==> src/npj_pkg.sv <==
// Purpose: Shared constants and types for the nibble core load/pointer/jump
//          executor.
// Assumes: Byte-wide program ROM and nibble-wide RAM, both with one cycle of
//          read latency.
// Notes:   Opcode values mirror the instruction encoding of the core.
package npj_pkg;

   // Register map (byte addresses)
   localparam logic [7:0] REG_CTRL = 8'h00;
   localparam logic [7:0] REG_STATE = 8'h04;
   localparam logic [7:0] REG_PCSP = 8'h08;
   localparam logic [7:0] REG_FLAGS = 8'h0c;

   // Field positions
   localparam int CTRL_RUN_BIT = 0;
   localparam int CTRL_BUSY_BIT = 1;
   localparam int ST_Y_LSB = 0;
   localparam int ST_X_LSB = 4;
   localparam int ST_L_LSB = 8;
   localparam int ST_H_LSB = 12;
   localparam int ST_AC_LSB = 16;
   localparam int ST_EXT_LSB = 20;
   localparam int ST_ZF_BIT = 24;
   localparam int ST_CF_BIT = 25;
   localparam int ST_BANK_BIT = 26;
   localparam int PS_PC_LSB = 0;
   localparam int PS_SP_LSB = 16;

   // Reset values
   localparam logic [13:0] PC_RESET = 14'h0000;
   localparam logic [7:0] SP_RESET = 8'hff;
   localparam logic [3:0] NIB_RESET = 4'h0;

   // Pointer nibble indices
   localparam logic [1:0] PTR_H = 2'h0;
   localparam logic [1:0] PTR_L = 2'h1;
   localparam logic [1:0] PTR_X = 2'h2;
   localparam logic [1:0] PTR_Y = 2'h3;

   // Stack frame size in nibbles
   localparam logic [7:0] STACK_FRAME = 8'h04;

   // Single and first-byte opcodes, then second-byte selector fields
   localparam logic [7:0] OP_BANK = 8'h1b;
   localparam logic [7:0] OP_INC_L = 8'h11;
   localparam logic [7:0] OP_DEC_L = 8'h21;
   localparam logic [7:0] OP_INC_Y = 8'h13;
   localparam logic [7:0] OP_DEC_Y = 8'h23;
   localparam logic [7:0] OP_COMPUTED_PAGE_JUMP = 8'h27;
   localparam logic [7:0] OP_ROM_TABLE_FETCH = 8'h5a;
   localparam logic [7:0] OP_ROM_TABLE_TO_PORTS = 8'h58;
   localparam logic [7:0] OP_LHI = 8'hc0;
   localparam logic [7:0] OP_LLI = 8'hc1;
   localparam logic [7:0] OP_POINTER_HL_PAIR_LOAD = 8'hc2;
   localparam logic [7:0] OP_POINTER_XY_PAIR_LOAD = 8'hc4;
   localparam logic [7:0] OP_LOAD_PAIR_IMMEDIATE = 8'hc6;
   localparam logic [7:0] OP_SWAP_WORK_WITH_DIRECT_MEM = 8'hc8;
   localparam logic [7:0] OP_TPA = 8'hce;
   localparam logic [7:0] OP_TAP = 8'hcf;
   localparam logic [3:0] SUB_NIB_IMM = 4'hf;
   localparam logic [5:0] SUB_PTR_SEL = 6'h3c;

   localparam logic [1:0] RESP_OKAY = 2'h0;
   localparam logic [1:0] RESP_SLVERR = 2'h2;

   typedef enum logic [8:0] {
      S_IDLE = 9'h001,
      S_FETCH = 9'h002,
      S_OP = 9'h004,
      S_OP2 = 9'h008,
      S_MWAIT = 9'h010,
      S_MEM = 9'h020,
      S_PUSH = 9'h040,
      S_TWAIT = 9'h080,
      S_TBL = 9'h100
   } npj_state_t;

   typedef struct packed {
      logic [8:0] addr;
      logic we;
      logic [3:0] wdata;
   } npj_ram_req_t;

endpackage

==> src/npj_core.sv <==
// Purpose: Executes loads, exchanges, pointer, flag, jump and call
//          instructions of a 4-bit core, with an AXI4-Lite debug port.
// Assumes: ROM and RAM return data one cycle after the address flop.
// Notes:   Unknown opcodes complete as no-ops.
`timescale 1ns/1ps
module npj_core #(
   parameter int ADDR_W = 8
) (
   // Clock and reset
   input wire logic clk,
   input wire logic rst,
   // Program ROM
   output logic [13:0] romAddr,
   input wire logic [7:0] romData,
   // Data RAM
   output npj_pkg::npj_ram_req_t ramReq,
   input wire logic [3:0] ramRdata,
   // Output ports 4 and 5, bank indicator
   output logic [3:0] port4,
   output logic [3:0] port5,
   output logic bankSel,
   // AXI4-Lite slave
   input wire logic [ADDR_W-1:0] s_axi_awaddr,
   input wire logic s_axi_awvalid,
   output logic s_axi_awready,
   input wire logic [31:0] s_axi_wdata,
   input wire logic [3:0] s_axi_wstrb,
   input wire logic s_axi_wvalid,
   output logic s_axi_wready,
   output logic [1:0] s_axi_bresp,
   output logic s_axi_bvalid,
   input wire logic s_axi_bready,
   input wire logic [ADDR_W-1:0] s_axi_araddr,
   input wire logic s_axi_arvalid,
   output logic s_axi_arready,
   output logic [31:0] s_axi_rdata,
   output logic [1:0] s_axi_rresp,
   output logic s_axi_rvalid,
   input wire logic s_axi_rready
);

   npj_pkg::npj_state_t state;
   logic [13:0] pc;
   logic [7:0] sp;
   logic [3:0] ac;
   logic [3:0] ext;
   logic [3:0] ptr [4];
   logic [15:0] userFlag;
   logic zf;
   logic cf;
   logic [7:0] opcode;
   logic second;
   logic bankArm;
   logic bankActive;
   logic memSwap;
   logic memStep;
   logic memDown;
   logic memUseY;
   logic tblToPort;
   logic [13:0] pushTarget;
   logic [1:0] pushCnt;
   logic run;
   // Bus write staging
   logic awFull;
   logic wFull;
   logic [ADDR_W-1:0] awAddr;
   logic [31:0] wData;
   logic [3:0] wStrb;
   logic wrEn;
   logic [7:0] wrAddr;
   logic [31:0] wrData;
   logic [3:0] wrStrb;
   logic next_awFull;
   logic next_wFull;
   logic doWrite;
   logic [13:0] pcNext;
   logic [1:0] stepIdx;
   logic [3:0] stepVal;

   function automatic logic [3:0] stepNib(input logic [3:0] v,
                                          input logic down);
      stepNib = down ? v - 4'h1 : v + 4'h1;
   endfunction

   function automatic logic [31:0] mergeStrb(input logic [31:0] old,
                                             input logic [31:0] data,
                                             input logic [3:0] strb);
      logic [31:0] r;
      r = old;
      for (int i = 0; i < 4; i++) begin
         if (strb[i]) begin
            r[i*8 +: 8] = data[i*8 +: 8];
         end
      end
      mergeStrb = r;
   endfunction

   function automatic logic [31:0] readReg(input logic [7:0] a,
                                           input logic [31:0] stateWord,
                                           input logic [31:0] pcspWord,
                                           input logic [31:0] ctrlWord,
                                           input logic [31:0] flagWord);
      case ({a[7:2], 2'b00})
         npj_pkg::REG_CTRL: readReg = ctrlWord;
         npj_pkg::REG_STATE: readReg = stateWord;
         npj_pkg::REG_PCSP: readReg = pcspWord;
         npj_pkg::REG_FLAGS: readReg = flagWord;
         default: readReg = 32'h0000_0000;
      endcase
   endfunction

   function automatic logic isMapped(input logic [7:0] a);
      isMapped = ({a[7:2], 2'b00} == npj_pkg::REG_CTRL) ||
                 ({a[7:2], 2'b00} == npj_pkg::REG_STATE) ||
                 ({a[7:2], 2'b00} == npj_pkg::REG_PCSP) ||
                 ({a[7:2], 2'b00} == npj_pkg::REG_FLAGS);
   endfunction

   logic [31:0] stateWord;
   logic [31:0] pcspWord;
   logic [31:0] ctrlWord;
   logic [31:0] flagWord;

   always_comb begin
      stateWord = 32'h0000_0000;
      stateWord[npj_pkg::ST_Y_LSB +: 4] = ptr[npj_pkg::PTR_Y];
      stateWord[npj_pkg::ST_X_LSB +: 4] = ptr[npj_pkg::PTR_X];
      stateWord[npj_pkg::ST_L_LSB +: 4] = ptr[npj_pkg::PTR_L];
      stateWord[npj_pkg::ST_H_LSB +: 4] = ptr[npj_pkg::PTR_H];
      stateWord[npj_pkg::ST_AC_LSB +: 4] = ac;
      stateWord[npj_pkg::ST_EXT_LSB +: 4] = ext;
      stateWord[npj_pkg::ST_ZF_BIT] = zf;
      stateWord[npj_pkg::ST_CF_BIT] = cf;
      stateWord[npj_pkg::ST_BANK_BIT] = bankActive;
      pcspWord = 32'h0000_0000;
      pcspWord[npj_pkg::PS_PC_LSB +: 14] = pc;
      pcspWord[npj_pkg::PS_SP_LSB +: 8] = sp;
      ctrlWord = 32'h0000_0000;
      ctrlWord[npj_pkg::CTRL_RUN_BIT] = run;
      ctrlWord[npj_pkg::CTRL_BUSY_BIT] = (state != npj_pkg::S_IDLE);
      flagWord = {16'h0000, userFlag};
   end

   // Write channel acceptance, either order; response after both
   always_comb begin
      doWrite = awFull && wFull && !s_axi_bvalid;
      next_awFull = doWrite ? 1'b0 : (awFull || s_axi_awvalid);
      next_wFull = doWrite ? 1'b0 : (wFull || s_axi_wvalid);
   end

   always_ff @(posedge clk) begin
      if (rst) begin
         awFull <= 1'b0;
         wFull <= 1'b0;
         awAddr <= '0;
         wData <= 32'h0000_0000;
         wStrb <= 4'h0;
         s_axi_awready <= 1'b0;
         s_axi_wready <= 1'b0;
         s_axi_bvalid <= 1'b0;
         s_axi_bresp <= npj_pkg::RESP_OKAY;
         wrEn <= 1'b0;
         wrAddr <= 8'h00;
         wrData <= 32'h0000_0000;
         wrStrb <= 4'h0;
         run <= 1'b0;
      end else begin
         wrEn <= 1'b0;
         awFull <= next_awFull;
         wFull <= next_wFull;
         s_axi_awready <= !next_awFull;
         s_axi_wready <= !next_wFull;
         if (s_axi_awvalid && s_axi_awready) begin
            awAddr <= s_axi_awaddr;
         end
         if (s_axi_wvalid && s_axi_wready) begin
            wData <= s_axi_wdata;
            wStrb <= s_axi_wstrb;
         end
         if (doWrite) begin
            s_axi_bvalid <= 1'b1;
            s_axi_bresp <= isMapped(8'(awAddr)) ? npj_pkg::RESP_OKAY
                                                : npj_pkg::RESP_SLVERR;
            wrEn <= isMapped(8'(awAddr));
            wrAddr <= {awAddr[7:2], 2'b00};
            wrData <= wData;
            wrStrb <= wStrb;
            if ({awAddr[7:2], 2'b00} == npj_pkg::REG_CTRL && wStrb[0]) begin
               run <= wData[npj_pkg::CTRL_RUN_BIT];
            end
         end else if (s_axi_bvalid && s_axi_bready) begin
            s_axi_bvalid <= 1'b0;
         end
      end
   end

   // Read channel: one outstanding read
   always_ff @(posedge clk) begin
      if (rst) begin
         s_axi_arready <= 1'b0;
         s_axi_rvalid <= 1'b0;
         s_axi_rdata <= 32'h0000_0000;
         s_axi_rresp <= npj_pkg::RESP_OKAY;
      end else if (s_axi_arvalid && s_axi_arready) begin
         s_axi_arready <= 1'b0;
         s_axi_rvalid <= 1'b1;
         s_axi_rdata <= readReg(8'(s_axi_araddr), stateWord, pcspWord,
                                ctrlWord, flagWord);
         s_axi_rresp <= isMapped(8'(s_axi_araddr)) ? npj_pkg::RESP_OKAY
                                                   : npj_pkg::RESP_SLVERR;
      end else if (s_axi_rvalid && s_axi_rready) begin
         s_axi_rvalid <= 1'b0;
         s_axi_arready <= 1'b1;
      end else begin
         s_axi_arready <= !s_axi_rvalid;
      end
   end

   always_comb begin
      pcNext = pc + 14'h0001;
      stepIdx = memUseY ? npj_pkg::PTR_Y : npj_pkg::PTR_L;
      stepVal = stepNib(ptr[stepIdx], memDown);
   end

   // Instruction sequencer and architectural state
   always_ff @(posedge clk) begin
      if (rst) begin
         state <= npj_pkg::S_IDLE;
         pc <= npj_pkg::PC_RESET;
         sp <= npj_pkg::SP_RESET;
         ac <= npj_pkg::NIB_RESET;
         ext <= npj_pkg::NIB_RESET;
         for (int i = 0; i < 4; i++) begin
            ptr[i] <= npj_pkg::NIB_RESET;
         end
         userFlag <= 16'h0000;
         zf <= 1'b0;
         cf <= 1'b0;
         opcode <= 8'h00;
         second <= 1'b0;
         bankArm <= 1'b0;
         bankActive <= 1'b0;
         memSwap <= 1'b0;
         memStep <= 1'b0;
         memDown <= 1'b0;
         memUseY <= 1'b0;
         tblToPort <= 1'b0;
         pushTarget <= npj_pkg::PC_RESET;
         pushCnt <= 2'h0;
         romAddr <= npj_pkg::PC_RESET;
         ramReq <= '0;
         port4 <= 4'h0;
         port5 <= 4'h0;
         bankSel <= 1'b0;
      end else begin
         ramReq.we <= 1'b0;
         case (state)
            npj_pkg::S_IDLE: begin
               if (run) begin
                  romAddr <= pc;
                  state <= npj_pkg::S_FETCH;
               end
            end
            npj_pkg::S_FETCH: begin
               state <= second ? npj_pkg::S_OP2 : npj_pkg::S_OP;
            end
            npj_pkg::S_OP: begin
               opcode <= romData;
               pc <= pcNext;
               state <= npj_pkg::S_IDLE;
               bankActive <= bankArm;
               bankSel <= bankArm;
               bankArm <= (romData == npj_pkg::OP_BANK);
               memUseY <= romData[1];
               memSwap <= romData[2];
               memStep <= romData[0];
               memDown <= romData[4];
               casez (romData)
                  8'b010?_1??1, 8'b0100_11?0: begin
                     // Memory at HL or XY, then optional swap/step
                     ramReq.addr <= {bankArm, romData[1] ?
                        {ptr[npj_pkg::PTR_X], ptr[npj_pkg::PTR_Y]} :
                        {ptr[npj_pkg::PTR_H], ptr[npj_pkg::PTR_L]}};
                     state <= npj_pkg::S_MWAIT;
                  end
                  npj_pkg::OP_ROM_TABLE_FETCH, npj_pkg::OP_ROM_TABLE_TO_PORTS: begin
                     romAddr <= {pc[13:8], ext, ac};
                     tblToPort <= !romData[1];
                     state <= npj_pkg::S_TWAIT;
                  end
                  8'b0110_????: begin
                     ptr[npj_pkg::PTR_H] <= 4'h0;
                     ptr[npj_pkg::PTR_L] <= romData[3:0];
                  end
                  npj_pkg::OP_INC_L, npj_pkg::OP_DEC_L,
                  npj_pkg::OP_INC_Y, npj_pkg::OP_DEC_Y: begin
                     ptr[{romData[1], 1'b1}] <= stepNib(ptr[{romData[1], 1'b1}],
                                                        romData[5]);
                     zf <= stepNib(ptr[{romData[1], 1'b1}], romData[5])
                           == 4'h0;
                  end
                  8'b0100_00??: begin
                     ptr[romData[1:0]] <= ac;
                     ac <= ptr[romData[1:0]];
                  end
                  8'b0111_????: begin
                     userFlag[romData[3:0]] <= 1'b1;
                  end
                  8'b0011_????: begin
                     userFlag[romData[3:0]] <= 1'b0;
                     zf <= !userFlag[romData[3:0]];
                  end
                  npj_pkg::OP_COMPUTED_PAGE_JUMP: begin
                     pc <= {pc[13:8], ext, ac};
                  end
                  8'b1010_????: begin
                     pushTarget <= {8'h00, romData[3:0], 2'b00};
                     pushCnt <= 2'h0;
                     state <= npj_pkg::S_PUSH;
                  end
                  8'b1110_????, 8'b0101_0???, npj_pkg::OP_LHI,
                  npj_pkg::OP_LLI, npj_pkg::OP_POINTER_HL_PAIR_LOAD, npj_pkg::OP_POINTER_XY_PAIR_LOAD,
                  npj_pkg::OP_LOAD_PAIR_IMMEDIATE, npj_pkg::OP_SWAP_WORK_WITH_DIRECT_MEM, npj_pkg::OP_TPA,
                  npj_pkg::OP_TAP: begin
                     second <= 1'b1;
                     romAddr <= pcNext;
                     state <= npj_pkg::S_FETCH;
                  end
                  default: begin
                  end
               endcase
            end
            npj_pkg::S_OP2: begin
               second <= 1'b0;
               pc <= pcNext;
               state <= npj_pkg::S_IDLE;
               casez (opcode)
                  8'b1110_????: begin
                     pc <= {pc[13], pc[12] ^ bankActive,
                            opcode[3:0], romData};
                  end
                  8'b0101_0???: begin
                     pushTarget <= {3'b000, opcode[2:0], romData};
                     pushCnt <= 2'h0;
                     state <= npj_pkg::S_PUSH;
                  end
                  npj_pkg::OP_LHI, npj_pkg::OP_LLI: begin
                     if (romData[7:4] == npj_pkg::SUB_NIB_IMM) begin
                        ptr[{1'b0, opcode[0]}] <= romData[3:0];
                     end
                  end
                  npj_pkg::OP_POINTER_HL_PAIR_LOAD, npj_pkg::OP_POINTER_XY_PAIR_LOAD: begin
                     ptr[{opcode[2], 1'b0}] <= romData[7:4];
                     ptr[{opcode[2], 1'b1}] <= romData[3:0];
                  end
                  npj_pkg::OP_LOAD_PAIR_IMMEDIATE: begin
                     ext <= romData[7:4];
                     ac <= romData[3:0];
                  end
                  npj_pkg::OP_SWAP_WORK_WITH_DIRECT_MEM: begin
                     ramReq.addr <= {bankActive, romData};
                     memSwap <= 1'b1;
                     memStep <= 1'b0;
                     state <= npj_pkg::S_MWAIT;
                  end
                  npj_pkg::OP_TAP: begin
                     if (romData[7:2] == npj_pkg::SUB_PTR_SEL) begin
                        ptr[romData[1:0]] <= ac;
                     end
                  end
                  npj_pkg::OP_TPA: begin
                     if (romData[7:2] == npj_pkg::SUB_PTR_SEL) begin
                        ac <= ptr[romData[1:0]];
                        zf <= ptr[romData[1:0]] == 4'h0;
                     end
                  end
                  default: begin
                  end
               endcase
            end
            npj_pkg::S_MWAIT: begin
               state <= npj_pkg::S_MEM;
            end
            npj_pkg::S_MEM: begin
               ac <= ramRdata;
               if (memSwap) begin
                  ramReq.we <= 1'b1;
                  ramReq.wdata <= ac;
               end
               if (memStep) begin
                  ptr[stepIdx] <= stepVal;
                  zf <= stepVal == 4'h0;
               end
               state <= npj_pkg::S_IDLE;
            end
            npj_pkg::S_PUSH: begin
               // Frame: pc low nibbles first, flags with pc top last
               ramReq.we <= 1'b1;
               ramReq.addr <= {1'b0, sp - 8'h01 - {6'h00, pushCnt}};
               case (pushCnt)
                  2'h0: ramReq.wdata <= pc[3:0];
                  2'h1: ramReq.wdata <= pc[7:4];
                  2'h2: ramReq.wdata <= pc[11:8];
                  default: ramReq.wdata <= {cf, zf, pc[13:12]};
               endcase
               pushCnt <= pushCnt + 2'h1;
               if (pushCnt == 2'h3) begin
                  sp <= sp - npj_pkg::STACK_FRAME;
                  pc <= pushTarget;
                  state <= npj_pkg::S_IDLE;
               end
            end
            npj_pkg::S_TWAIT: begin
               state <= npj_pkg::S_TBL;
            end
            npj_pkg::S_TBL: begin
               if (tblToPort) begin
                  port4 <= romData[7:4];
                  port5 <= romData[3:0];
               end else begin
                  ext <= romData[7:4];
                  ac <= romData[3:0];
               end
               state <= npj_pkg::S_IDLE;
            end
            default: begin
               state <= npj_pkg::S_IDLE;
            end
         endcase
         // Debug loads from the bus take effect last
         if (wrEn && wrAddr == npj_pkg::REG_PCSP) begin
            pc <= 14'(mergeStrb(pcspWord, wrData, wrStrb));
            sp <= 8'(mergeStrb(pcspWord, wrData, wrStrb) >>
                     npj_pkg::PS_SP_LSB);
         end
         if (wrEn && wrAddr == npj_pkg::REG_FLAGS) begin
            userFlag <= 16'(mergeStrb(flagWord, wrData, wrStrb));
         end
      end
   end

endmodule // npj_core

==> config.mk <==
export PLATFORM = sky130hd
export DESIGN_NAME = npj_core
export DESIGN_NICKNAME = d
export VERILOG_FILES = /design/src/npj_pkg.sv /design/src/npj_core.sv
export SDC_FILE = /design/constraint.sdc
export NUM_CORES = 1
export LEC_CHECK = 0
export BUFFER_PORTS_ARGS = -buffer_cell sky130_fd_sc_hd__buf_2
export CAP_MARGIN = 25
export CORE_MARGIN = 4
export CORE_UTILIZATION = 53
export CTS_CLUSTER_SIZE = 25
export DETAILED_ROUTE_END_ITERATION = 10
export MAX_ROUTING_LAYER = met4
export PLACE_DENSITY_LB_ADDON = 0.08
export REMOVE_ABC_BUFFERS = 1
export SYNTH_ARGS = -nofsm -noshare
export SYNTH_HDL_FRONTEND = slang
export SYNTH_SLANG_ARGS = --single-unit
==> constraint.sdc <==
create_clock -name clk -period 3.1 [get_ports clk]
set_input_delay 0.465 -clock clk [delete_from_list [all_inputs] [get_ports clk]]
set_output_delay 0.465 -clock clk [all_outputs]
set_load 0.02 [all_outputs]
==> results of run 1 <==
flip-flops by register name, summed over array words and instances (netlist names), 9 cells and up, named ones only:
signal and flops:
pushTarget 11, s_axi_rdata 26, ramReq 14, wData 24, wrData 24, ptr 16
state 9, pc 14, romAddr 14
power groups by stage:
stage / logic, mW / clock network (mW) / registers, mW
2_1_floorplan: 0.219 / 0 / 3.22
3_3_place_gp: 0.488 / 0 / 3.23
3_5_place_dp: 0.492 / 0 / 3.23
4_1_cts: 0.495 / 3.18 / 3.16
5_1_grt: 0.542 / 3.31 / 3.16
6_report: 0.504 / 3.14 / 3.16
worst max-delay path, stage by stage (launching register included):
cell                       delay [ns]
sky130_fd_sc_hd__dfxtp_1         0.37
sky130_fd_sc_hd__or4_1           0.66
sky130_fd_sc_hd__nor4_4          0.51
sky130_fd_sc_hd__and2_1          0.34
sky130_fd_sc_hd__nor2_1          0.15
sky130_fd_sc_hd__a221oi_2        0.49
sky130_fd_sc_hd__o31ai_1         0.14
synthesized netlist by cell type (12+ instances only):
cell	instances
sky130_fd_sc_hd__nand4_1	14
sky130_fd_sc_hd__buf_1	17
sky130_fd_sc_hd__o211ai_1	19
sky130_fd_sc_hd__a21oi_1	164
sky130_fd_sc_hd__ha_1	14
sky130_fd_sc_hd__nand3_1	47
sky130_fd_sc_hd__nor3_1	18
sky130_fd_sc_hd__and3_1	12
sky130_fd_sc_hd__nor4_1	15
sky130_fd_sc_hd__mux2i_1	28
sky130_fd_sc_hd__nor2_1	114
sky130_fd_sc_hd__a211oi_1	33
sky130_fd_sc_hd__nand2_1	267
sky130_fd_sc_hd__nand2b_1	16
sky130_fd_sc_hd__o21ai_0	93
sky130_fd_sc_hd__dfxtp_1	222
sky130_fd_sc_hd__xnor2_1	15
sky130_fd_sc_hd__mux2_2	23
sky130_fd_sc_hd__o31ai_1	17
sky130_fd_sc_hd__o22ai_1	12
sky130_fd_sc_hd__inv_1	23
sky130_fd_sc_hd__xor2_1	15
sky130_fd_sc_hd__or3_1	13
sky130_fd_sc_hd__clkbuf_1	98
sky130_fd_sc_hd__edfxtp_1	16
sky130_fd_sc_hd__a22oi_1	41
worst max-delay path by stage:
stage	start	to	slack, ns	cells after the start
after floorplan	state[4]	ptr[0][2]	-0.27	6
final	state[8]	ptr[0][0]	0.16	6
after CTS	state[8]	ptr[0][0]	0.21	6
after global routing	state[8]	ptr[0][0]	0.02	6
after detailed placement	romData[7]	ptr[0][0]	0.21	9
after global placement	romData[7]	ptr[0][2]	0.21	9
cell families (layout without fill, tap and decap cells):
group / Yosys count / in the layout
AO/OA/AOI/OAI: 467 / 467
XOR/XNOR: 30 / 30
adder cells (fa/ha/maj): 17 / 17
buffers and inverters: 163 / 274
flip-flops: 238 / 238
multiplexers: 57 / 57
other: 1 / 8
AND/OR/NAND/NOR: 592 / 592
area by class of cell:
class                           count  area [um2]  area share (%)
Tap cell                          319       399.1           2.748
Multi-Input combinational cell   1171        6998           48.17
Inverter                           24       90.09          0.6202
Clock inverter                     10       117.6          0.8097
Sequential cell                   238        4925           33.90
Timing Repair Buffer              203        1245           8.570
Clock buffer                       37       752.0           5.177
layout by cell type, fill, tap and decap left out, types with 17 or more instances in the layout:
| cell type | Yosys | final |
|---|---|---|
| sky130_fd_sc_hd__a211oi_1 | 33 | 33 |
| sky130_fd_sc_hd__a21oi_1 | 164 | 163 |
| sky130_fd_sc_hd__a22oi_1 | 41 | 41 |
| sky130_fd_sc_hd__buf_2 | 10 | 126 |
| sky130_fd_sc_hd__buf_4 | 10 | 73 |
| sky130_fd_sc_hd__clkbuf_16 | 0 | 26 |
| sky130_fd_sc_hd__dfxtp_1 | 222 | 222 |
| sky130_fd_sc_hd__inv_1 | 23 | 23 |
| sky130_fd_sc_hd__mux2_2 | 23 | 23 |
| sky130_fd_sc_hd__mux2i_1 | 28 | 28 |
| sky130_fd_sc_hd__nand2_1 | 267 | 267 |
| sky130_fd_sc_hd__nand3_1 | 47 | 47 |
| sky130_fd_sc_hd__nor2_1 | 114 | 113 |
| sky130_fd_sc_hd__nor3_1 | 18 | 18 |
| sky130_fd_sc_hd__o211ai_1 | 19 | 19 |
| sky130_fd_sc_hd__o21ai_0 | 93 | 93 |
| sky130_fd_sc_hd__o31ai_1 | 17 | 17 |
layer usage:
| metal | track usage [%] | up-vias |
|---|---|---|
| met2 | 47.81 | 621 |
| met1 | 43.40 | 5744 |
| met3 | 6.420 | 135 |
| met5 | - | - |
| li1 | - | 5827 |
| met4 | 13.96 | 0 |
per-stage QoR:
step                      instance area (um2)  setup WS [ns]  TNS, ns  power, mW
after detailed placement                13660         0.2116        0      3.720
after CTS                               14530         0.2100        0      6.831
final                                   14530         0.1648        0      6.803
after floorplan                         11990        -0.2654   -4.801      3.441
after global placement                  13630         0.2119        0      3.714
after global routing                    14530        0.01983        0      7.013
==> key figures, run 1 <==
STA
  • Number of hold violations in the final report: 0
  • Worst clock skew: 0.01669 ns
  • Setup repair after global routing missed its margin: false
  • Measured slew at the worst slew-check pin: 0.9647 ns
  • Final setup violation count: 0
  • Worst hold-check slack: 0.1516 ns
  • Final Cycle Share: between 90% and 100%
  • Final critical delay including setup and external delays: 2.935 ns
  • Relative slew margins: 35.69%
  • Number of max-slew violations in the final report: 0
  • FMAX: 340.7 MHz

Finish
  • Filler cell count in the final layout: 2215
  • Core occupancy in the finished layout: just over 60%
  • Total number of nets in the final design: ~1800
  • Final cell count without fillers: 2002
  • Layout cells sized above 1: 18.30%
  • Area added between synthesis and finish: 15.57%
  • Antenna fix cells: 0

Setup path
  • Critical Path Sink Type: register
  • Reg2Reg Capture Point: ptr[0][0]
  • FF-to-FF setup slack: 0.16 ns
  • Number of cells traversed by the worst register-to-register path: 6
  • Critical path required time: between 3 and 4 ns
  • Critical R2R Launch: state[8]
  • Nature of the critical path startpoint: register
  • Worst-path fanout max: 8
  • Start-to-end type of the worst setup path: register to register
  • Arrival time of data at the critical path endpoint: 3.21 ns

Synthesis
  • Proportion of synthesized area in mux cells: around 5.4%
  • Dominant combinational cell family by area after synthesis: compound AO/OA/AOI/OAI gates
  • Average cell area after synthesis: 8.032 um2
  • Ys flop type: sky130_fd_sc_hd__dfxtp_1
  • Ys Warns: 0
  • Post-synthesis compound-gate area fraction: 23.64%
  • Post-synth design cell area: approximately 0.013 mm2
  • Main area contributors after synthesis: sky130_fd_sc_hd__dfxtp_1 (35%), sky130_fd_sc_hd__nand2_1 (8.0%), sky130_fd_sc_hd__a21oi_1 (6.5%), sky130_fd_sc_hd__edfxtp_1 (3.8%), sky130_fd_sc_hd__o21ai_0 (3.7%)
  • Share of synthesized flip-flops with an asynchronous set or reset: 0%
  • Synth cell types: between 80 and 90
  • Post-synthesis adder-cell area fraction: 1.871%
  • Leading area contributor after synthesis: sky130_fd_sc_hd__dfxtp_1
  • Number of synthesized flops with an enable pin: 16
  • Share of Yosys cell area claimed by the top area cell type: around 35%
  • Synthesized netlist cell count: 1565
  • Share of synthesized area occupied by flip-flops and latches: 39.18%
  • Xor/xnor cell area share of the yosys netlist: between 2 and 2.5%
  • Basic-gate share of the synthesized area counting and, or, nand and nor cells: 22.32%
  • #FFs+latches synth: 238

Global route
  • Wire length of the first global-routing pass: 64.92 mm
  • Overflow left after global routing: 0
  • Maximum number of pins on one net before global-route repair: 96
  • Antenna violations before repair: 0
  • Aggregate global-route resource usage: 32.35%
  • Vias in the first global route: 11120

Pwr
  • Switching part of the total: 24.28%
  • Internal portion of total power: 5.152 mW
  • VDD IR max: 536.3 uV
  • Proportion of power drawn by combinational gates: ~7.4%
  • Power density normalized to cell area: 468.3 mW/mm2
  • Leak Pwr: 5.443 nW
  • Power spent charging and discharging nets: between 1.5 and 2 mW
  • Share of power burned in registers: 46.5%
  • Clock network fraction of design power: 46.1%

Detailed routing
  • Top Metal Used: met4
  • Via Count: 12330
  • Via-to-Cell Ratio: about 6.2
  • Remaining antenna violation count after routing: 0
  • Post-detailed-routing wire length: 42.62 mm
  • Met2 WL post-DR: 18.46 mm
  • DR pass1 iterations: 6
  • Wire length per cell: 21.29 um
  • Met3 WL: 4.337 mm
  • First-iteration detailed-routing DRC count: 1309
  • Sum of routed wire segments on met1: about 18 mm
  • Drt drc: 0

Clocking
  • Cell at the root of the clock tree: sky130_fd_sc_hd__clkbuf_16
  • Cells resized by post-CTS repair: 0
  • Number of buffers created by CTS: 26
  • Clk sinks: 238
  • # Post-CTS Setup Buffers: 0
  • Clk_lat worst skew: 0.55 ns
  • CTS max path bufs: 3
  • Number of hold buffers added after cts: 0
  • TritonCTS clock tree: yes
  • Clock transition at path regs: 0.06 ns
  • Clock H-tree levels: 1

Place
  • Total placed cells including tap cells: 1955
  • GP Congestion: just over 1
  • Number of input and output port buffers inserted: 127
  • Final HPWL DP: about 31 mm

Die
  • Overall die area: 0.02624 mm2
  • Die Height: 162 um
  • Starting Density: 53.71%
  • Core Footprint: approximately 0.023 mm2
  • IO Pins: ~150
  • DIE WIDTH: approximately 160 um
  • Row Count: 56

Worst hold path
  • Worst min-delay path category: input pin to register
  • Number of cells traversed by the worst hold path: 3
  • Startpoint of the most critical hold path: s_axi_wdata[2]
  • Sink of the worst hold path: wData[2]

Status
  • Outcome: complete, no violations

Job
  • Reported max-cap violation count: 0
(Power assumes the default switching activity.)
==> run 2: changes to the inputs <==
--- a/config.mk
+++ b/config.mk
@@ -5,10 +5,11 @@
 export SDC_FILE = /design/constraint.sdc
 export NUM_CORES = 1
 export LEC_CHECK = 0
+export ABC_AREA = 1
 export BUFFER_PORTS_ARGS = -buffer_cell sky130_fd_sc_hd__buf_2
 export CAP_MARGIN = 25
 export CORE_MARGIN = 4
-export CORE_UTILIZATION = 53
+export CORE_UTILIZATION = 54
 export CTS_CLUSTER_SIZE = 25
 export DETAILED_ROUTE_END_ITERATION = 10
 export MAX_ROUTING_LAYER = met4
==> key figures, run 2 <==
Die
  • Core Footprint: 0.02375 mm2 (+1.5%)
  • DIE WIDTH: 164.1 um (+1.3%)
  • IO Pins: 149 (unchanged)
  • Row Count: 56 (unchanged)
  • Die Height: 164.1 um (+1.3%)
  • Starting Density: 55.43% (+1.7 points)
  • Overall die area: 0.02694 mm2 (+2.7%)

Synthesis
  • Most numerous cell in the Yosys netlist: sky130_fd_sc_hd__nand2_1
  • Post-synth design cell area: 0.01317 mm2 (+4.7%)
  • Share of Yosys cell area claimed by the top area cell type: 33.76% (-1.6 points)
  • Commonest cells in the synthesized netlist: sky130_fd_sc_hd__nand2_1 (502), sky130_fd_sc_hd__nor2_1 (311), sky130_fd_sc_hd__dfxtp_1 (222)
  • #FFs+latches synth: 238 (unchanged)
  • Share of synthesized area occupied by flip-flops and latches: 37.41% (-1.8 points)
  • Average cell area after synthesis: 6.521 um2 (-19%)
  • Synthesized netlist cell count: 2019 (+29%)
  • Ys flop type: sky130_fd_sc_hd__dfxtp_1
  • Ys Warns: 0 (unchanged)
  • Synth cell types: 50 (-41%)
  • Number of synthesized flops with an enable pin: 16 (unchanged)
  • Leading area contributor after synthesis: sky130_fd_sc_hd__dfxtp_1
  • Share of synthesized flip-flops with an asynchronous set or reset: 0% (unchanged)
  • Main area contributors after synthesis: sky130_fd_sc_hd__dfxtp_1 (34%), sky130_fd_sc_hd__nand2_1 (14%), sky130_fd_sc_hd__nor2_1 (8.9%), sky130_fd_sc_hd__o21ai_0 (7.7%), sky130_fd_sc_hd__a21oi_1 (5.7%)

Clocking
  • # Post-CTS Setup Buffers: 0 (unchanged)
  • Number of hold buffers added after cts: 0 (unchanged)
  • CTS max path bufs: 3 (unchanged)
  • Number of buffers created by CTS: 27 (+3.8%)
  • Clk sinks: 238 (unchanged)
  • Clk_lat worst skew: 0.56 ns (about the same)
  • Clock transition at path regs: 0.06 ns (about the same)
  • TritonCTS clock tree: yes
  • Cells resized by post-CTS repair: 0 (unchanged)
  • Cell at the root of the clock tree: sky130_fd_sc_hd__clkbuf_16
  • Clock H-tree levels: 1 (unchanged)

STA
  • Final setup violation count: 0 (unchanged)
  • FMAX: 397.3 MHz (+17%)
  • Relative slew margins: 52.25% (+17 points)
  • Number of max-slew violations in the final report: 0 (unchanged)
  • Post-Route Setup TNS: 0 ns (unchanged)
  • Final Cycle Share: 81.20% (-13 points)
  • Final critical delay including setup and external delays: 2.517 ns (-0.4180 ns)
  • Number of hold violations in the final report: 0 (unchanged)
  • Worst clock skew: 0.007843 ns (-0.008845 ns)
  • Measured slew at the worst slew-check pin: 0.7161 ns (-0.2485 ns)
  • Worst hold-check slack: 0.1528 ns (+0.001174 ns)
  • Fin worst setup slack: 0.5828 ns (+0.4180 ns)
  • Setup repair after global routing missed its margin: false

Finish
  • Antenna fix cells: 0 (unchanged)
  • Total number of nets in the final design: 2203 (+26%)
  • Fin area: 0.01497 mm2 (+3.0%)
  • Flip-flop count of the largest register after layout: 26 (unchanged)
  • Largest regs: s_axi_rdata x26, wData x24, wrData x24
  • Area added between synthesis and finish: 13.68%
  • Largest register by flop count: s_axi_rdata
  • Final cell count without fillers: 2455 (+23%)
  • Commonest non-fill, non-tap cells in the layout: sky130_fd_sc_hd__nand2_1 (502), sky130_fd_sc_hd__nor2_1 (310), sky130_fd_sc_hd__dfxtp_1 (222)
  • Layout cells sized above 1: 13.11% (-5.2 points)
  • Most frequent standard cell in the layout excluding fill and tap cells: sky130_fd_sc_hd__nand2_1
  • Core occupancy in the finished layout: 63.01% (+0.93 points)

Global route
  • Wire length of the first global-routing pass: 71.86 mm (+11%)
  • Maximum number of pins on one net before global-route repair: 160 (+67%)
  • Antenna violations before repair: 0 (unchanged)
  • Aggregate global-route resource usage: 35.20% (+2.9 points)
  • Overflow left after global routing: 0 (unchanged)
  • Vias in the first global route: 12690 (+14%)

Place
  • Number of input and output port buffers inserted: 127 (unchanged)
  • Final HPWL DP: 34.42 mm (+9.8%)
  • GP Congestion: 1.030 (+1.4%)
  • Worst setup slack before clock tree synthesis: 0.4339 ns (+0.2223 ns)
  • Area of placed instances: 0.01402 mm2 (+2.6%)
  • Total placed cells including tap cells: 2405 (+23%)

Pwr
  • Power density normalized to cell area: 506.2 mW/mm2 (+8.1%)
  • Overall Power: 7.575 mW (+11%)
  • Share of power burned in registers: 43.4% (-3.1 points)
  • Power spent charging and discharging nets: 2.088 mW (+26%)
  • Leak Pwr: 6.876 nW (+26%)
  • Clock network fraction of design power: 44.9% (-1.2 points)
  • Internal portion of total power: 5.487 mW (+6.5%)
  • Proportion of power drawn by combinational gates: 11.7% (+4.3 points)
  • VDD IR max: 568.4 uV (+6.0%)
  • Switching part of the total: 27.56% (+3.3 points)

Detailed routing
  • First-iteration detailed-routing DRC count: 1738 (+33%)
  • Via Count: 13920 (+13%)
  • Post-detailed-routing wire length: 46.61 mm (+9.4%)
  • Remaining antenna violation count after routing: 0 (unchanged)
  • Wire length per cell: 18.99 um (-11%)
  • Drt drc: 0 (unchanged)
  • Via-to-Cell Ratio: 5.671 (-7.9%)
  • DR pass1 iterations: 6 (unchanged)

Setup path
  • Worst path slowest cell: sky130_fd_sc_hd__dfxtp_1
  • Start-to-end type of the worst setup path: register to register
  • Number of cells traversed by the worst register-to-register path: 7 (+1)
  • Critical path required time: 3.41 ns (+0.03 ns)
  • Critical R2R Launch: opcode[1]
  • Reg2Reg Capture Point: ptr[2][2]
  • CP cell instances: o21ai_0, fa_1, xor2_1, a22oi_1, nand2_1, nand2_1, nand2_1
  • Arrival time of data at the critical path endpoint: 2.83 ns (-0.38 ns)
  • Worst-path fanout max: 15 (+7)
  • Critical Path Sink Type: register
  • Stage delay of the slowest cell on the critical path: 0.69 ns (+0.03 ns)
  • Nature of the critical path startpoint: register
  • FF-to-FF setup slack: 0.58 ns (+0.42 ns)
  • Cell type with the highest occurrence count on the critical path: sky130_fd_sc_hd__nand2_1

Worst hold path
  • Startpoint of the most critical hold path: s_axi_wstrb[0]
  • Sink of the worst hold path: wStrb[0]
  • Number of cells traversed by the worst hold path: 3 (unchanged)
  • Worst min-delay path category: input pin to register

Job
  • Reported max-cap violation count: 0 (unchanged)

Status
  • Outcome: complete, no violations
==> run 2: cell count changes after synthesis, sizes merged, moves of 46 or more <==
| cell | delta |
|---|---|
| clkbuf | -46 |
| inv | +151 |
| nand2 | +251 |
| nand3 | +89 |
| nor2 | +219 |
| o21ai | +114 |
==> run 2: kinds of logic after synthesis <==
kind of cell / synth area share [%]
xor gates and xnor gates: 0.7983
and+or+nand+nor: 33.49
other: 0.02848
buffers and inverters: 9.019
DFF: 37.41
adders and majority gates: 1.787
AOI/OAI and AO/OA: 17.47
==> run 2: cell type report <==
| type | count | area, um2 |
|---|---|---|
| multi-input cells | 1504 | 7082 |
| fillers | 2268 | 8787 |
| clock inverters | 15 | 183.9 |
| repair buffers | 165 | 933.4 |
| well taps | 319 | 399.1 |
| flip-flops and latches | 238 | 4925 |
| inverters | 179 | 676.9 |
| clock buffers | 35 | 765.7 |
==> run 2: worst max-delay path: cells and delay by family (launching register included) <==
| kind | cells | cell delay, ns |
|---|---|---|
| flip-flops | 1 | 0.69 |
| AO/OA/AOI/OAI | 2 | 0.57 |
| adder cells (fa/ha/maj) | 1 | 0.50 |
| AND/OR/NAND/NOR | 3 | 0.32 |
| XOR/XNOR | 1 | 0.19 |
==> run 2: worst max path at each step <==
| stage | cells past startpoint | startpoint | to |
|---|---|---|---|
| final | 7 | opcode[1] | ptr[2][2] |
| after global routing | 14 | opcode[1] | ptr[2][3] |
| after CTS | 7 | opcode[1] | ptr[2][2] |
| after detailed placement | 9 | romData[1] | ptr[2][2] |
| after global placement | 9 | romData[1] | ptr[2][2] |
| after floorplan | 6 | rst | ptr[1][0] |
==> run 2: power by group through the flow <==
stage          sequential (mW)  combinational [mW]  clock [mW]
2_1_floorplan             3.41               0.481           0
3_3_place_gp              3.35               0.862           0
3_5_place_dp              3.35               0.869           0
4_1_cts                   3.29               0.877        3.42
5_1_grt                   3.30               0.992        3.56
6_report                  3.29               0.885        3.40
==> run 2: routing by layer <==
layer,part of all wire (%),vias to the layer above,track usage [%]
met5,0,-,-
met4,5.0,0,13.88
met3,11,135,5.420
met2,43,759,52.69
met1,41,6254,47.98
li1,-,6774,-
==> run 3: changes to the inputs <==
==> constraint.sdc (replaced) <==
create_clock -name clk -period 2.05 [get_ports clk]
set_input_delay 0.3075 -clock clk [delete_from_list [all_inputs] [get_ports clk]]
set_output_delay 0.3075 -clock clk [all_outputs]
set_load 0.02 [all_outputs]
==> key figures, run 3 (synthesis results as in run 2) <==
Pwr
  • Power density normalized to cell area: 680.4 mW/mm2 (+34%)
  • Leak Pwr: 7.811 nW (+14%)
  • VDD IR max: 745.0 uV (+31%)

Setup path
  • FF-to-FF setup slack: 0.004 ns (-0.58 ns)
  • Worst-path fanout max: 4 (-11)
  • Nature of the critical path startpoint: register
  • Critical R2R Launch: ptr[3][1]
  • Setup crit end: ptr[1][3]
  • Reg2Reg Capture Point: ptr[1][3]
  • Critical path startpoint: ptr[3][1]
  • Critical path required time: 2.35 ns (-1.06 ns)
  • Arrival time of data at the critical path endpoint: 2.35 ns (-0.48 ns)
  • Critical Path Sink Type: register
  • Number of cells traversed by the worst register-to-register path: 15 (+8)
  • Start-to-end type of the worst setup path: register to register

Place
  • Worst setup slack before clock tree synthesis: -0.1509 ns (-0.5847 ns)
  • Area of placed instances: 0.01532 mm2 (+9.3%)
  • GP Congestion: 1.063 (+3.2%)
  • Number of input and output port buffers inserted: 127 (unchanged)
  • Final HPWL DP: 38.78 mm (+13%)

Global route
  • Antenna violations before repair: 1 (+1)
  • Overflow left after global routing: 0 (unchanged)
  • Aggregate global-route resource usage: 38.10% (+2.9 points)
  • Vias in the first global route: 13740 (+8.2%)
  • Maximum number of pins on one net before global-route repair: 114 (-29%)
  • Wire length of the first global-routing pass: 77.65 mm (+8.1%)

Clocking
  • Clk sinks: 238 (unchanged)
  • Number of buffers created by CTS: 26 (-3.7%)
  • Cell at the root of the clock tree: sky130_fd_sc_hd__clkbuf_16
  • Clock H-tree levels: 1 (unchanged)
  • Clock transition at path regs: 0.06 ns (about the same)
  • TritonCTS clock tree: yes
  • Clk_lat worst skew: 0.55 ns (about the same)
  • CTS max path bufs: 3 (unchanged)

Finish
  • Antenna fix cells: 0 (unchanged)
  • Commonest non-fill, non-tap cells in the layout: sky130_fd_sc_hd__nand2_1 (485), sky130_fd_sc_hd__nor2_1 (300), sky130_fd_sc_hd__dfxtp_1 (214)
  • Most frequent standard cell in the layout excluding fill and tap cells: sky130_fd_sc_hd__nand2_1
  • Total number of nets in the final design: 2379 (+8.0%)
  • Largest regs: s_axi_rdata x26, wData x24, wrData x24
  • Largest register by flop count: s_axi_rdata
  • Area added between synthesis and finish: 26.72%
  • Fin area: 0.01668 mm2 (+11%)
  • Flip-flop count of the largest register after layout: 26 (unchanged)
  • Layout cells sized above 1: 21.77% (+8.7 points)

Worst hold path
  • Startpoint of the most critical hold path: s_axi_wdata[23]
  • Worst min-delay path category: input pin to register

Detailed routing
  • Post-detailed-routing wire length: 51.41 mm (+10%)
  • Via Count: 15110 (+8.5%)
  • Drt drc: 0 (unchanged)
  • Via-to-Cell Ratio: 5.743 (+1.3%)
  • First-iteration detailed-routing DRC count: 1903 (+9.5%)
  • DR pass1 iterations: 6 (unchanged)
  • Wire length per cell: 19.55 um (+3.0%)
  • Remaining antenna violation count after routing: 0 (unchanged)

STA
  • Worst clock skew: 0.01286 ns (+0.005015 ns)
  • Fin worst setup slack: 0.003574 ns (-0.5792 ns)
  • Final setup violation count: 0 (unchanged)
  • Final critical delay including setup and external delays: 2.046 ns (-0.4708 ns)
  • Relative slew margins: 47.03% (-5.2 points)
  • Measured slew at the worst slew-check pin: 0.7885 ns (+0.07233 ns)
  • Final Cycle Share: 99.83% (+19 points)
  • Setup repair after global routing missed its margin: true
  • Number of hold violations in the final report: 0 (unchanged)
  • Worst hold-check slack: 0.01623 ns (-0.1365 ns)
  • Number of max-slew violations in the final report: 0 (unchanged)
  • FMAX: 488.7 MHz (+23%)

Die
  • IO Pins: 149 (unchanged)
  • Overall die area: 0.02694 mm2 (unchanged)
  • DIE WIDTH: 164.1 um (unchanged)
  • Starting Density: 55.43% (unchanged)
  • Row Count: 56 (unchanged)
  • Die Height: 164.1 um (unchanged)
  • Core Footprint: 0.02375 mm2 (unchanged)

Status
  • Outcome: complete, no violations

Job
  • Reported max-cap violation count: 0 (unchanged)
run 3: cell types whose count changed in the layout (fill, tap and decap cells not counted), moves of 6 or more:
cell / previous run / this run
sky130_fd_sc_hd__nor2_1: 310 / 300
sky130_fd_sc_hd__buf_6: 0 / 7
sky130_fd_sc_hd__o21ai_2: 5 / 11
sky130_fd_sc_hd__dfxtp_2: 0 / 7
sky130_fd_sc_hd__buf_4: 37 / 190
sky130_fd_sc_hd__nor2_4: 6 / 13
sky130_fd_sc_hd__dfxtp_1: 222 / 214
sky130_fd_sc_hd__nand2_2: 10 / 21
sky130_fd_sc_hd__nand2_1: 502 / 485
sky130_fd_sc_hd__buf_12: 1 / 10
sky130_fd_sc_hd__o21ai_0: 203 / 190
run 3: what timing repair did:
item	in CTS	in global routing
resized for setup	13	92
hold buffers	5	0
endpoints found under the setup margin	27	96
cloned	0	3
buffers inserted	3	6
endpoints found under the hold margin	5	0
pin swaps	2	30
run 3: worst min-delay path by stage:
| stage | to | depth (start not counted) |
|---|---|---|
| 2_1_floorplan | memStep | 1 |
| 3_3_place_gp | state[2] | 1 |
| 3_5_place_dp | state[2] | 1 |
| 4_1_cts | wData[23] | 3 |
| 5_1_grt | wData[9] | 3 |
| 6_report | wData[23] | 3 |
run 3: metrics by stage:
stage	instances	power, mW	TNS (ns)	utilization, %
5_1_grt	2630	11.72	-1.089	70.23
4_1_cts	2621	11.26	0	68.51
3_5_place_dp	2565	6.558	-3.497	64.49
2_1_floorplan	1921	5.886	-184.62	-
3_3_place_gp	2565	6.515	-2.292	64.49
6_report	2630	11.35	0	70.23
run 3: worst max-delay path: stages, from the launching register on:
cell and delay (ns):
sky130_fd_sc_hd__edfxtp_1 0.44, sky130_fd_sc_hd__nand2_1 0.13, sky130_fd_sc_hd__o21ai_2 0.09, sky130_fd_sc_hd__ha_1 0.30, sky130_fd_sc_hd__nand2_1 0.07, sky130_fd_sc_hd__inv_1 0.06, sky130_fd_sc_hd__a21oi_2 0.16, sky130_fd_sc_hd__inv_1 0.07
sky130_fd_sc_hd__nand2_2 0.06, sky130_fd_sc_hd__nand2_1 0.05, sky130_fd_sc_hd__nand2_1 0.06, sky130_fd_sc_hd__nand2_1 0.06, sky130_fd_sc_hd__inv_2 0.06, sky130_fd_sc_hd__nand2_4 0.07, sky130_fd_sc_hd__nand2_2 0.07, sky130_fd_sc_hd__nand2_1 0.05
run 3: area by class of cell:
class                   instances  area [um2]
clock inverters                 9       91.34
flip-flops and latches        238        4937
multi-input cells            1507        7408
repair buffers                339        2391
clock buffers                  39       770.7
well taps                     319       399.1
fillers                      2051        7071
inverters                     179       684.4
run 3: per-layer routing:
layer	part of all wire [%]	global-route usage, %
met5	0	-
met4	6.0	16.89
met3	11	4.818
met2	44	58.66
met1	39	50.43
run 3: power breakdown:
group,switching (mW),internal (mW)
clock,2.01,2.74
combinational,1.06,0.578
sequential,0.104,4.86
total,3.18,8.17
